===== config.mk =====
export PLATFORM = sky130hd
export DESIGN_NAME = nrt_core
export DESIGN_NICKNAME = d
export VERILOG_FILES = /design/src/nrt_pkg.sv /design/src/nrt_core.sv /design/src/nrt_decode.sv
export SDC_FILE = /design/constraint.sdc
export NUM_CORES = 1
export LEC_CHECK = 0
export ABC_CLOCK_PERIOD_IN_PS = 1800
export BUFFER_PORTS_ARGS = -buffer_cell sky130_fd_sc_hd__buf_2
export CAP_MARGIN = 20
export CELL_PAD_IN_SITES_DETAIL_PLACEMENT = 1
export CELL_PAD_IN_SITES_GLOBAL_PLACEMENT = 1
export CORE_MARGIN = 2
export CORE_UTILIZATION = 44
export DETAILED_ROUTE_END_ITERATION = 7
export PLACE_DENSITY = 0.91
export SLEW_MARGIN = 5
export SYNTH_ARGS = -nofsm -noshare
export SYNTH_HDL_FRONTEND = slang
export SYNTH_SLANG_ARGS = --single-unit

===== constraint.sdc =====
create_clock -name clk -period 1.8 [get_ports clk]
set_input_delay 0.36 -clock clk [delete_from_list [all_inputs] [get_ports clk]]
set_output_delay 0.36 -clock clk [all_outputs]
set_load 0.01 [all_outputs]

===== src/nrt_pkg.sv =====
// Opcode patterns and widths for the nibble register transfer executor.
package nrt_pkg;

  // ---------------------------------------------------------------------------
  // Widths
  // ---------------------------------------------------------------------------
  localparam int unsigned OPC_W  = 10;
  localparam int unsigned NIB_W  = 4;
  localparam int unsigned E_W    = 8;
  localparam int unsigned DIR_W  = 3;
  localparam int unsigned ADDR_W = 9;

  // ---------------------------------------------------------------------------
  // Opcodes (swap opcode carries the immediate in bits 3..0)
  // ---------------------------------------------------------------------------
  localparam logic [5:0]       OPC_SWAP_HI      = 6'h2E;
  localparam logic [OPC_W-1:0] OPC_MOVE_B_ACC   = 10'h01E;
  localparam logic [OPC_W-1:0] OPC_ACC_TO_B     = 10'h00E;
  localparam logic [OPC_W-1:0] OPC_Y_TO_ACC     = 10'h01F;
  localparam logic [OPC_W-1:0] OPC_ACC_TO_Y     = 10'h00C;
  localparam logic [OPC_W-1:0] OPC_LOAD_E       = 10'h01A;
  localparam logic [OPC_W-1:0] OPC_UNLOAD_E     = 10'h02A;
  localparam logic [OPC_W-1:0] OPC_ACC_TO_DIR   = 10'h029;
  localparam logic [OPC_W-1:0] OPC_DIR_TO_ACC   = 10'h051;

  // ---------------------------------------------------------------------------
  // Reset values and constants
  // ---------------------------------------------------------------------------
  localparam logic [NIB_W-1:0] NIB_ZERO = 4'h0;
  localparam logic [NIB_W-1:0] NIB_ONE  = 4'h1;
  localparam logic [E_W-1:0]   E_ZERO   = 8'h00;
  localparam logic [DIR_W-1:0] DIR_ZERO = 3'h0;

  typedef enum logic [3:0] {
    NRT_OP_NONE    = 4'h0,
    NRT_OP_SWAP    = 4'h1,
    NRT_OP_B_ACC   = 4'h2,
    NRT_OP_ACC_B   = 4'h3,
    NRT_OP_Y_ACC   = 4'h4,
    NRT_OP_ACC_Y   = 4'h5,
    NRT_OP_LOAD_E  = 4'h6,
    NRT_OP_UNLD_E  = 4'h7,
    NRT_OP_A_DIR   = 4'h8,
    NRT_OP_DIR_A   = 4'h9
  } nrt_op_t;

endpackage : nrt_pkg


===== src/nrt_core.sv =====
// Executor for the data-movement instruction group of a 4-bit CPU core.
// Overview of operation
// - Swap accumulator with RAM nibble at the data pointer.
// - Swap also sets X to X xor the immediate nibble.
// - Swap also increments Y modulo sixteen; carry flag untouched.
// - Skip next instruction when incremented Y is zero.
// - Load E: upper nibble from B, lower from accumulator.
// - Unload E: upper nibble to B, lower to accumulator.
// - Direction gets acc bits 2..0; reverse clears acc bit 3.
// - One-cycle moves between accumulator and B, and accumulator and Y.
`timescale 1ns/1ps
module nrt_core (
  input  wire logic                       clk,
  input  wire logic                       rst_n,
  input  wire logic                       instr_valid,
  input  wire logic [nrt_pkg::OPC_W-1:0]  instr,
  input  wire logic [nrt_pkg::NIB_W-1:0]  mem_rdata,
  output logic      [nrt_pkg::NIB_W-1:0]  mem_wdata,
  output logic                            mem_we,
  output logic      [nrt_pkg::NIB_W-1:0]  acc,
  output logic      [nrt_pkg::NIB_W-1:0]  reg_b,
  output logic      [nrt_pkg::NIB_W-1:0]  reg_x,
  output logic      [nrt_pkg::NIB_W-1:0]  reg_y,
  output logic      [nrt_pkg::E_W-1:0]    reg_e,
  output logic      [nrt_pkg::DIR_W-1:0]  direction_register,
  output logic                            skip_next,
  output logic                            op_done
);

  // ---------------------------------------------------------------------------
  // Reset synchroniser
  // ---------------------------------------------------------------------------
  logic rst_meta_q;
  logic rst_sync_n_q;

  // Asynchronous assert, synchronous release through two stages.
  always_ff @(posedge clk or negedge rst_n) begin
    if (!rst_n) begin
      rst_meta_q   <= 1'h0;
      rst_sync_n_q <= 1'h0;
    end else begin
      rst_meta_q   <= 1'h1;
      rst_sync_n_q <= rst_meta_q;
    end
  end

  // ---------------------------------------------------------------------------
  // Decode
  // ---------------------------------------------------------------------------
  nrt_pkg::nrt_op_t op;
  logic [nrt_pkg::NIB_W-1:0] imm;

  nrt_decode u_decode (
    .opcode (instr),
    .op     (op)
  );

  assign imm = instr[nrt_pkg::NIB_W-1:0];

  // ---------------------------------------------------------------------------
  // Register file state
  // ---------------------------------------------------------------------------
  logic [nrt_pkg::NIB_W-1:0] acc_q,  acc_d;
  logic [nrt_pkg::NIB_W-1:0] b_q,    b_d;
  logic [nrt_pkg::NIB_W-1:0] x_q,    x_d;
  logic [nrt_pkg::NIB_W-1:0] y_q,    y_d;
  logic [nrt_pkg::E_W-1:0]   e_q,    e_d;
  logic [nrt_pkg::DIR_W-1:0] dir_q,  dir_d;
  logic [nrt_pkg::NIB_W-1:0] wdat_q, wdat_d;
  logic                      we_q,   we_d;
  logic                      skip_q, skip_d;
  logic                      done_q, done_d;
  logic [nrt_pkg::NIB_W-1:0] y_inc;

  // The carry flag lives elsewhere; nothing here can disturb it.
  assign y_inc = y_q + nrt_pkg::NIB_ONE;

  // ---------------------------------------------------------------------------
  // Register file next state
  // ---------------------------------------------------------------------------
  // An unrecognised or absent instruction holds every register. Each case arm
  // writes only the registers that its operation names, so a stray decode can
  // never disturb a register that the instruction does not mention.
  always_comb begin
    acc_d = acc_q;
    b_d   = b_q;
    x_d   = x_q;
    y_d   = y_q;
    e_d   = e_q;
    dir_d = dir_q;
    if (instr_valid) begin
      unique case (op)
        nrt_pkg::NRT_OP_SWAP: begin
          // The memory side of the swap is formed in the pulse group below.
          // swap with memory
          acc_d = mem_rdata;
          x_d   = x_q ^ imm;
          y_d   = y_inc;
        end
        nrt_pkg::NRT_OP_B_ACC: begin
          acc_d = b_q;
        end
        nrt_pkg::NRT_OP_ACC_B: begin
          b_d = acc_q;
        end
        nrt_pkg::NRT_OP_Y_ACC: begin
          acc_d = y_q;
        end
        nrt_pkg::NRT_OP_ACC_Y: begin
          y_d = acc_q;
        end
        nrt_pkg::NRT_OP_LOAD_E: begin
          e_d = {b_q, acc_q};  // B lands in the upper nibble.
        end
        nrt_pkg::NRT_OP_UNLD_E: begin
          b_d   = e_q[nrt_pkg::E_W-1:nrt_pkg::NIB_W];
          acc_d = e_q[nrt_pkg::NIB_W-1:0];
        end
        nrt_pkg::NRT_OP_A_DIR: begin
          dir_d = acc_q[nrt_pkg::DIR_W-1:0];  // Accumulator bit 3 has nowhere to go and is dropped.
        end
        nrt_pkg::NRT_OP_DIR_A: begin
          acc_d = {1'h0, dir_q};  // Bit 3 is cleared, never left stale.
        end
        // Unknown opcodes fall here and change nothing.
        nrt_pkg::NRT_OP_NONE: begin
        end
      endcase
    end
  end

  // ---------------------------------------------------------------------------
  // Register file flip-flops
  // ---------------------------------------------------------------------------
  // Cleared from the synchronised reset so that every register leaves reset on
  // the same edge; one instruction per clock, no stalls.
  always_ff @(posedge clk or negedge rst_sync_n_q) begin
    if (!rst_sync_n_q) begin
      acc_q <= nrt_pkg::NIB_ZERO;
      b_q   <= nrt_pkg::NIB_ZERO;
      x_q   <= nrt_pkg::NIB_ZERO;
      y_q   <= nrt_pkg::NIB_ZERO;
      e_q   <= nrt_pkg::E_ZERO;
      dir_q <= nrt_pkg::DIR_ZERO;
    end else begin
      acc_q <= acc_d;
      b_q   <= b_d;
      x_q   <= x_d;
      y_q   <= y_d;
      e_q   <= e_d;
      dir_q <= dir_d;
    end
  end

  // ---------------------------------------------------------------------------
  // Memory write-back and completion pulses
  // ---------------------------------------------------------------------------
  // The pulses last one cycle. The write data keeps its old value between swaps,
  // which saves toggling on the RAM data lines at the cost of one more register.
  // Skip is worked out from the incremented Y, not the registered one.
  always_comb begin
    wdat_d = wdat_q;
    we_d   = 1'h0;
    skip_d = 1'h0;
    done_d = 1'h0;
    if (instr_valid) begin
      done_d = (op != nrt_pkg::NRT_OP_NONE);
      if (op == nrt_pkg::NRT_OP_SWAP) begin
        wdat_d = acc_q;
        we_d   = 1'h1;
        skip_d = (y_inc == nrt_pkg::NIB_ZERO);
      end
    end
  end

  // Pulse flip-flops. The write is one cycle behind the swap, so the data pointer
  // must still address the same nibble in the cycle after a swap.
  always_ff @(posedge clk or negedge rst_sync_n_q) begin
    if (!rst_sync_n_q) begin
      wdat_q <= nrt_pkg::NIB_ZERO;
      we_q   <= 1'h0;
      skip_q <= 1'h0;
      done_q <= 1'h0;
    end else begin
      wdat_q <= wdat_d;
      we_q   <= we_d;
      skip_q <= skip_d;
      done_q <= done_d;
    end
  end

  // ---------------------------------------------------------------------------
  // Outputs, all straight from flip-flops
  // ---------------------------------------------------------------------------
  assign acc                = acc_q;
  assign reg_b              = b_q;
  assign reg_x              = x_q;
  assign reg_y              = y_q;
  assign reg_e              = e_q;
  assign direction_register = dir_q;
  assign mem_wdata          = wdat_q;
  assign mem_we             = we_q;   // Write lands one cycle late; the pointer must hold meanwhile.
  assign skip_next          = skip_q;
  assign op_done            = done_q;

endmodule : nrt_core


===== src/nrt_decode.sv =====
// Opcode decoder for the nibble register transfer executor.
`timescale 1ns/1ps
module nrt_decode (
  input  wire logic [nrt_pkg::OPC_W-1:0] opcode,
  output nrt_pkg::nrt_op_t               op
);

  always_comb begin
    if (opcode[nrt_pkg::OPC_W-1:nrt_pkg::NIB_W] == nrt_pkg::OPC_SWAP_HI) begin
      op = nrt_pkg::NRT_OP_SWAP;
    end else begin
      unique case (opcode)
        nrt_pkg::OPC_MOVE_B_ACC: op = nrt_pkg::NRT_OP_B_ACC;
        nrt_pkg::OPC_ACC_TO_B:   op = nrt_pkg::NRT_OP_ACC_B;
        nrt_pkg::OPC_Y_TO_ACC:   op = nrt_pkg::NRT_OP_Y_ACC;
        nrt_pkg::OPC_ACC_TO_Y:   op = nrt_pkg::NRT_OP_ACC_Y;
        nrt_pkg::OPC_LOAD_E:     op = nrt_pkg::NRT_OP_LOAD_E;
        nrt_pkg::OPC_UNLOAD_E:   op = nrt_pkg::NRT_OP_UNLD_E;
        nrt_pkg::OPC_ACC_TO_DIR: op = nrt_pkg::NRT_OP_A_DIR;
        nrt_pkg::OPC_DIR_TO_ACC: op = nrt_pkg::NRT_OP_DIR_A;
        default:                 op = nrt_pkg::NRT_OP_NONE;
      endcase
    end
  end

endmodule : nrt_decode


# After elaboration in Yosys (flattened, before gate mapping)
# Cells that the tools add are included.
# word_totals
mem_bits_rw,0
inputBits,17
mem_bits_ro,0
regBits,36
latch_bits,0
memories,0
wordCells,53
out_inout_bits,34
# classes
reduce_logical,11
n_bitwise,1
n_mul,0
div,0
add_sub_neg,1
magnitude_cmp,0
n_mux,10
shifts,0
eq_ne,18
# op_table
op,n
$pmux W4 S8,1
$eq A10 B5 Y1 const B,3
$eq A10 B4 Y1 const B,2
$eq A10 B6 Y1 const B,2
$pmux W4 S5,1
$eq A4 B3 Y1 const B,4
$pmux W4 S2,2
$reduce_and A2 Y1,6
$eq A10 B7 Y1 const B,1
$eq A4 B2 Y1 const B,2
$eq A4 B4 Y1 const B,2
$eq A6 B6 Y1 const B,1
$mux W1,5
$reduce_bool A5 Y1,1
$add A4 B1 Y4 const B,1
$eq A4 B1 Y1 const B,1
$logic_not A4 Y1,1
$mux W4,1
$reduce_bool A2 Y1,2
$reduce_bool A4 Y1,1
$xor A4 B4 Y4,1

# Depth between registers and ports, before layout
# logic_depth
word_depth,6
ltp_mapped,8
mapped_depth_nobuf,6

# Hierarchy
# From an unflattened synthesis, not the netlist that was laid out.
# hier_totals
cells_unflattened,185
hier_area_um2,1959.4
# modules_own_cells
module,instances,area_per_inst_um2,cells_each,seq_area_each_um2
nrt_core,1,1786.7,158,900.9
nrt_decode,1,172.7,27,0.0

# Worst setup path after synthesis
# Ideal clock, no wire load.
# synth_timing
path_kind,input -> register
start,input instr[2] in the netlist's numbering
end,register wdat_q (netlist bit mem_wdata[0])
t_arrival_ns,2.102
path_buffers,2
path_slack_ns,-0.427
setup_time_ns,0.125
stages,7
required_ns,1.675
cell_sequence,buf_4 > or4b_1 > or3_4 > or2_0 > buf_2 > nand3_4 > mux2_2
# synth_via
elab_chain_cells,5
word_cells_on_any_way,12
cone_classes,eq/ne (9); mux (2); reduce/logical (1)
# synth_lines
item,line,text
"start, declared",nrt_core.sv:16,"input wire logic [nrt_pkg::OPC_W-1:0] instr,"
$eq A10 B7 Y1 (tied with other cells),nrt_decode.sv:12,unique case (opcode)
$pmux W4 S8 *,nrt_decode.sv:12,
$mux W4 *,nrt_decode.sv:9,if (opcode[nrt_pkg::OPC_W-1:nrt_pkg::NIB_W] == nrt_pkg::OPC_SWAP_HI) begin
$eq A4 B1 Y1 *,nrt_core.sv:168,if (op == nrt_pkg::NRT_OP_SWAP) begin
$reduce_and A2 Y1 (no line) *,n/a,
"end signal, assigned",nrt_core.sv:180,wdat_q <= nrt_pkg::NIB_ZERO;
"end signal, assigned",nrt_core.sv:185,wdat_q <= wdat_d;
"end, declared",nrt_core.sv:69,"logic [nrt_pkg::NIB_W-1:0] wdat_q, wdat_d;"
# Every way passes the cells marked *; elsewhere a longest branch is shown, timed or not.
# A chain may end at the register's enable or synchronous reset.

# Worst setup path after layout
# layout_timing
start,input instr[3] in the netlist's numbering
end,register e_q (netlist bit reg_e[1])
# layout_via
elab_chain_cells,5
word_cells_on_any_way,12
cone_classes,eq/ne (9); mux (2); reduce/logical (1)
# layout_lines
item,line,text
$eq A10 B7 Y1 (tied with other cells),nrt_decode.sv:12,
$pmux W4 S8 *,nrt_decode.sv:12,
$mux W4 *,nrt_decode.sv:9,
$eq A4 B3 Y1 *,nrt_core.sv:92,unique case (op)
$reduce_and A2 Y1 (no line) *,n/a,
"end signal, assigned",nrt_core.sv:143,e_q <= nrt_pkg::E_ZERO;
"end, declared",nrt_core.sv:67,"logic [nrt_pkg::E_W-1:0] e_q, e_d;"
# Marks and branches as above.

==> results.md <==
* Outcome: complete, but fails checks
* Failing checks: negative setup slack
* Critical path launch point type: primary input
* Largest net degree at the start of global routing at 27
* Final slew viol count at 0
* RSZ-0062 raised after global routing: true
* Share of the synthesized area in the top cell type at 0.440
* Remaining DRCs at 0
* Num CTS Buffers at 5
* Final hold violation count at 0
* TritonCTS clock tree: yes
* First-pass GRT wire length at 12,300 um
* Hold WS at 0.186 ns
* Chip height at 72.2 um
* Vias in the first global route at 2,268
* Switching part of the total at 0.343
* Average wire per standard cell at 30.8 um
* PwrDens at 663 nW/um^2
* Most frequent cell after synthesis: dfrtp_1
* Sw power at 0.730 mW
* GRT Residual Overflow at 0
* Fin crit share at 1.15
* Die Wd at 72.2 um
* Worst vdd ir at 0.000728 V
* Prevailing post-synth register cell: dfrtp_1
* Placed cells at 318
* Slowest stage cell, crit path: or3b_4
* CTS sink count at 36
* Root buffer cell: clkbuf_8
* Comb pwr share at 0.252
* Synth cell count leaders: 36 x dfrtp_1, 21 x mux2_2, 15 x nand2_1
* Final Non-Filler Cells at 336
* Sequential group share of total power at 0.478
* Port buffer count at 50
* Netlist cell types at 59
* Routed via count at 2,211
* Synthesized net count at 203
* Share of cells above drive strength 1 at 0.627
* Cells along the critical path: buf_4 > or3b_4 > nand4b_1 > or2_4 > nor4_4 > buf_6 > mux2_4
* Mapped cell area at 2050 sq um
* Antenna Violating Nets Remaining at 0
* Post-Syn Instances at 184
* Max_cap viols at 0
* Crit path max fanout at 8
* Io pins at 51
* Internal power at 1.40 mW
* Worst-Skew Late Latency at 0.31 ns
* TNS Setup at -6.43 ns
* Final setup viols at 33
* # fillers at 431
* Worst Path Arrival at 2.24 ns
* Final worst slack at -0.267 ns
* Post-layout util at 0.726
* Drt first pass iters at 4
* EDFF count, synth at 0
* Peak Freq at 0.484 GHz
* Row cnt at 24
* Syn Area/Cell at 11.1 sq um
* Vias per inst at 6.58
* Initial DRC Count at 229
* Worst slew margin at 0.644
* Worst Hold Class: flop to async pin
* Reg2reg setup slack at 0.18 ns
* Synth async-reset ratio at 1.00
* Reg clk slew, reported paths at 0.08 ns
* Ant diodes at 0
* Data required, critical path at 1.97 ns
* Fin area at 3200 sq um
* Skew final at 0.0220 ns
* Delay-heaviest family, CP: simple AND/OR/NAND/NOR gates
* Area growth, synth to finish at 56.5%
* All-Layer GR Usage at 0.317
* Sequential share of the synthesized area at 0.440
* Detailed Route WL at 10,400 um
* Routability cong. at 0.939
* Die ar. at 5210 sq um
* DP Worst Slack at -0.626 ns
* Overall power at 2.13 mW
* Initial antenna violation count at 0
* Final net count at 303
* FF/Latch Area at 901 sq um
* Clk pwr share at 0.270
* H-Tree Level Count at 2
* Largest cells by area after synthesis: dfrtp_1 44%, mux2_2 12%, nand2_1 2.8%, xnor2_1 2.6%, mux2i_1 2.4%
* Crit path kind: primary input to flop
* Hpwl dp at 5160 um
* Initial Utilization at 0.464
* Synth warn at 0
* Worst Path Buf+Inv at 2
* Core ar. at 4410 sq um
* Area leader, netlist: dfrtp_1
* Post-DP Area at 2660 sq um
* Multi-input combinational cell area at 1430 sq um
* Max incr delay on CP at 0.43 ns
* Slew @ Worst Pin at 0.532 ns
* Number of synthesized register bits at 36
* Leak at 1.53 nW
* Element type at the critical path end: flop
* Deepest clock path buffer count at 2
* Final worst path period need at 2.07 ns
path summary, 6_finish.rpt:
check	to	cells after the start	from
max	reg_e[1]$_DFFE_PN0P_	7	instr[3]
max in group asynchronous	reg_e[1]$_DFFE_PN0P_	1	rst_sync_n_q$_DFF_PN0_
min	reg_b[3]$_DFFE_PN0P_	0	rst_sync_n_q$_DFF_PN0_
min reg2reg	reg_b[3]$_DFFE_PN0P_	0	rst_sync_n_q$_DFF_PN0_
max reg2reg	reg_y[3]$_DFFE_PN0P_	4	reg_y[2]$_DFFE_PN0P_
min in group clk	op_done$_DFF_PN0_	2	instr_valid
cells in the final DEF, fill, tap and decap left out, types with 2 or more instances in the layout:
master | synthesis | layout
a211oi_2 | 0 | 3
nor4_4 | 2 | 3
mux2_2 | 21 | 4
inv_1 | 4 | 3
or3_1 | 2 | 2
a2111oi_4 | 0 | 2
nand3_2 | 0 | 3
mux2i_1 | 5 | 5
a31oi_1 | 3 | 3
nand4_1 | 5 | 5
a221o_1 | 2 | 2
buf_6 | 0 | 15
nand2_1 | 15 | 14
xnor2_1 | 6 | 6
or2_4 | 0 | 2
clkbuf_8 | 0 | 5
or4b_4 | 0 | 2
buf_2 | 1 | 45
nor3_2 | 0 | 3
o21a_1 | 2 | 2
nand2b_1 | 2 | 2
buf_4 | 2 | 37
nor2_2 | 0 | 2
nor4_1 | 2 | 2
a21oi_2 | 0 | 2
nor3_4 | 0 | 2
ha_1 | 2 | 2
o2bb2ai_2 | 0 | 2
o21ai_0 | 4 | 3
nand3_1 | 7 | 4
mux2_4 | 0 | 18
nor2_4 | 0 | 2
nor4b_2 | 0 | 2
a311oi_2 | 0 | 2
dfrtp_1 | 36 | 36
nand3b_1 | 2 | 2
power groups by stage:
stage                     combinational, mW  sequential, mW  clock, mW
final                                 0.537            1.02      0.574
after CTS                             0.434           0.993      0.557
after floorplan                       0.169            1.01          0
after detailed placement              0.400            1.00          0
after global routing                  0.564            1.02      0.593
after global placement                0.378            1.00          0
flip-flops by register name, summed over array words and instances (netlist names):
register	count
mem_we	1
rst_sync_n_q	1
acc	4
reg_x	4
rst_meta_q	1
mem_wdata	4
reg_y	4
direction_register	3
reg_b	4
skip_next	1
reg_e	8
op_done	1
metal layers:
metal	vias to the layer above	track usage	part of all wire
li1	901	-	-
met1	1116	0.369	0.37
met2	142	0.567	0.50
met3	52	0.0611	0.071
met4	0	0.134	0.060
met5	-	0	0
cells by family after synthesis:
family	synth area share
and+or+nand+nor	0.232
adders and majority gates	0.0122
DFF	0.440
other	0.00183
buffers and inverters	0.0251
xor gates and xnor gates	0.0300
muxes	0.145
AOI/OAI and AO/OA	0.114
layout make-up:
type,instances,area share
well taps,52,0.0203
flip-flops and latches,36,0.281
clock buffers,6,0.0226
multi-input cells,137,0.446
clock inverters,1,0.00156
inverters,4,0.00469
repair buffers,100,0.224
repair_timing:
action / in CTS / in global routing
buffers inserted: 6 / 4
pin swaps: 11 / 14
resized for setup: 27 / 56
hold endpoints to repair: 2 / 0
hold buffers: 1 / 0
setup endpoints to repair: 33 / 33
Note: power is estimated with default switching activity, not from simulation.
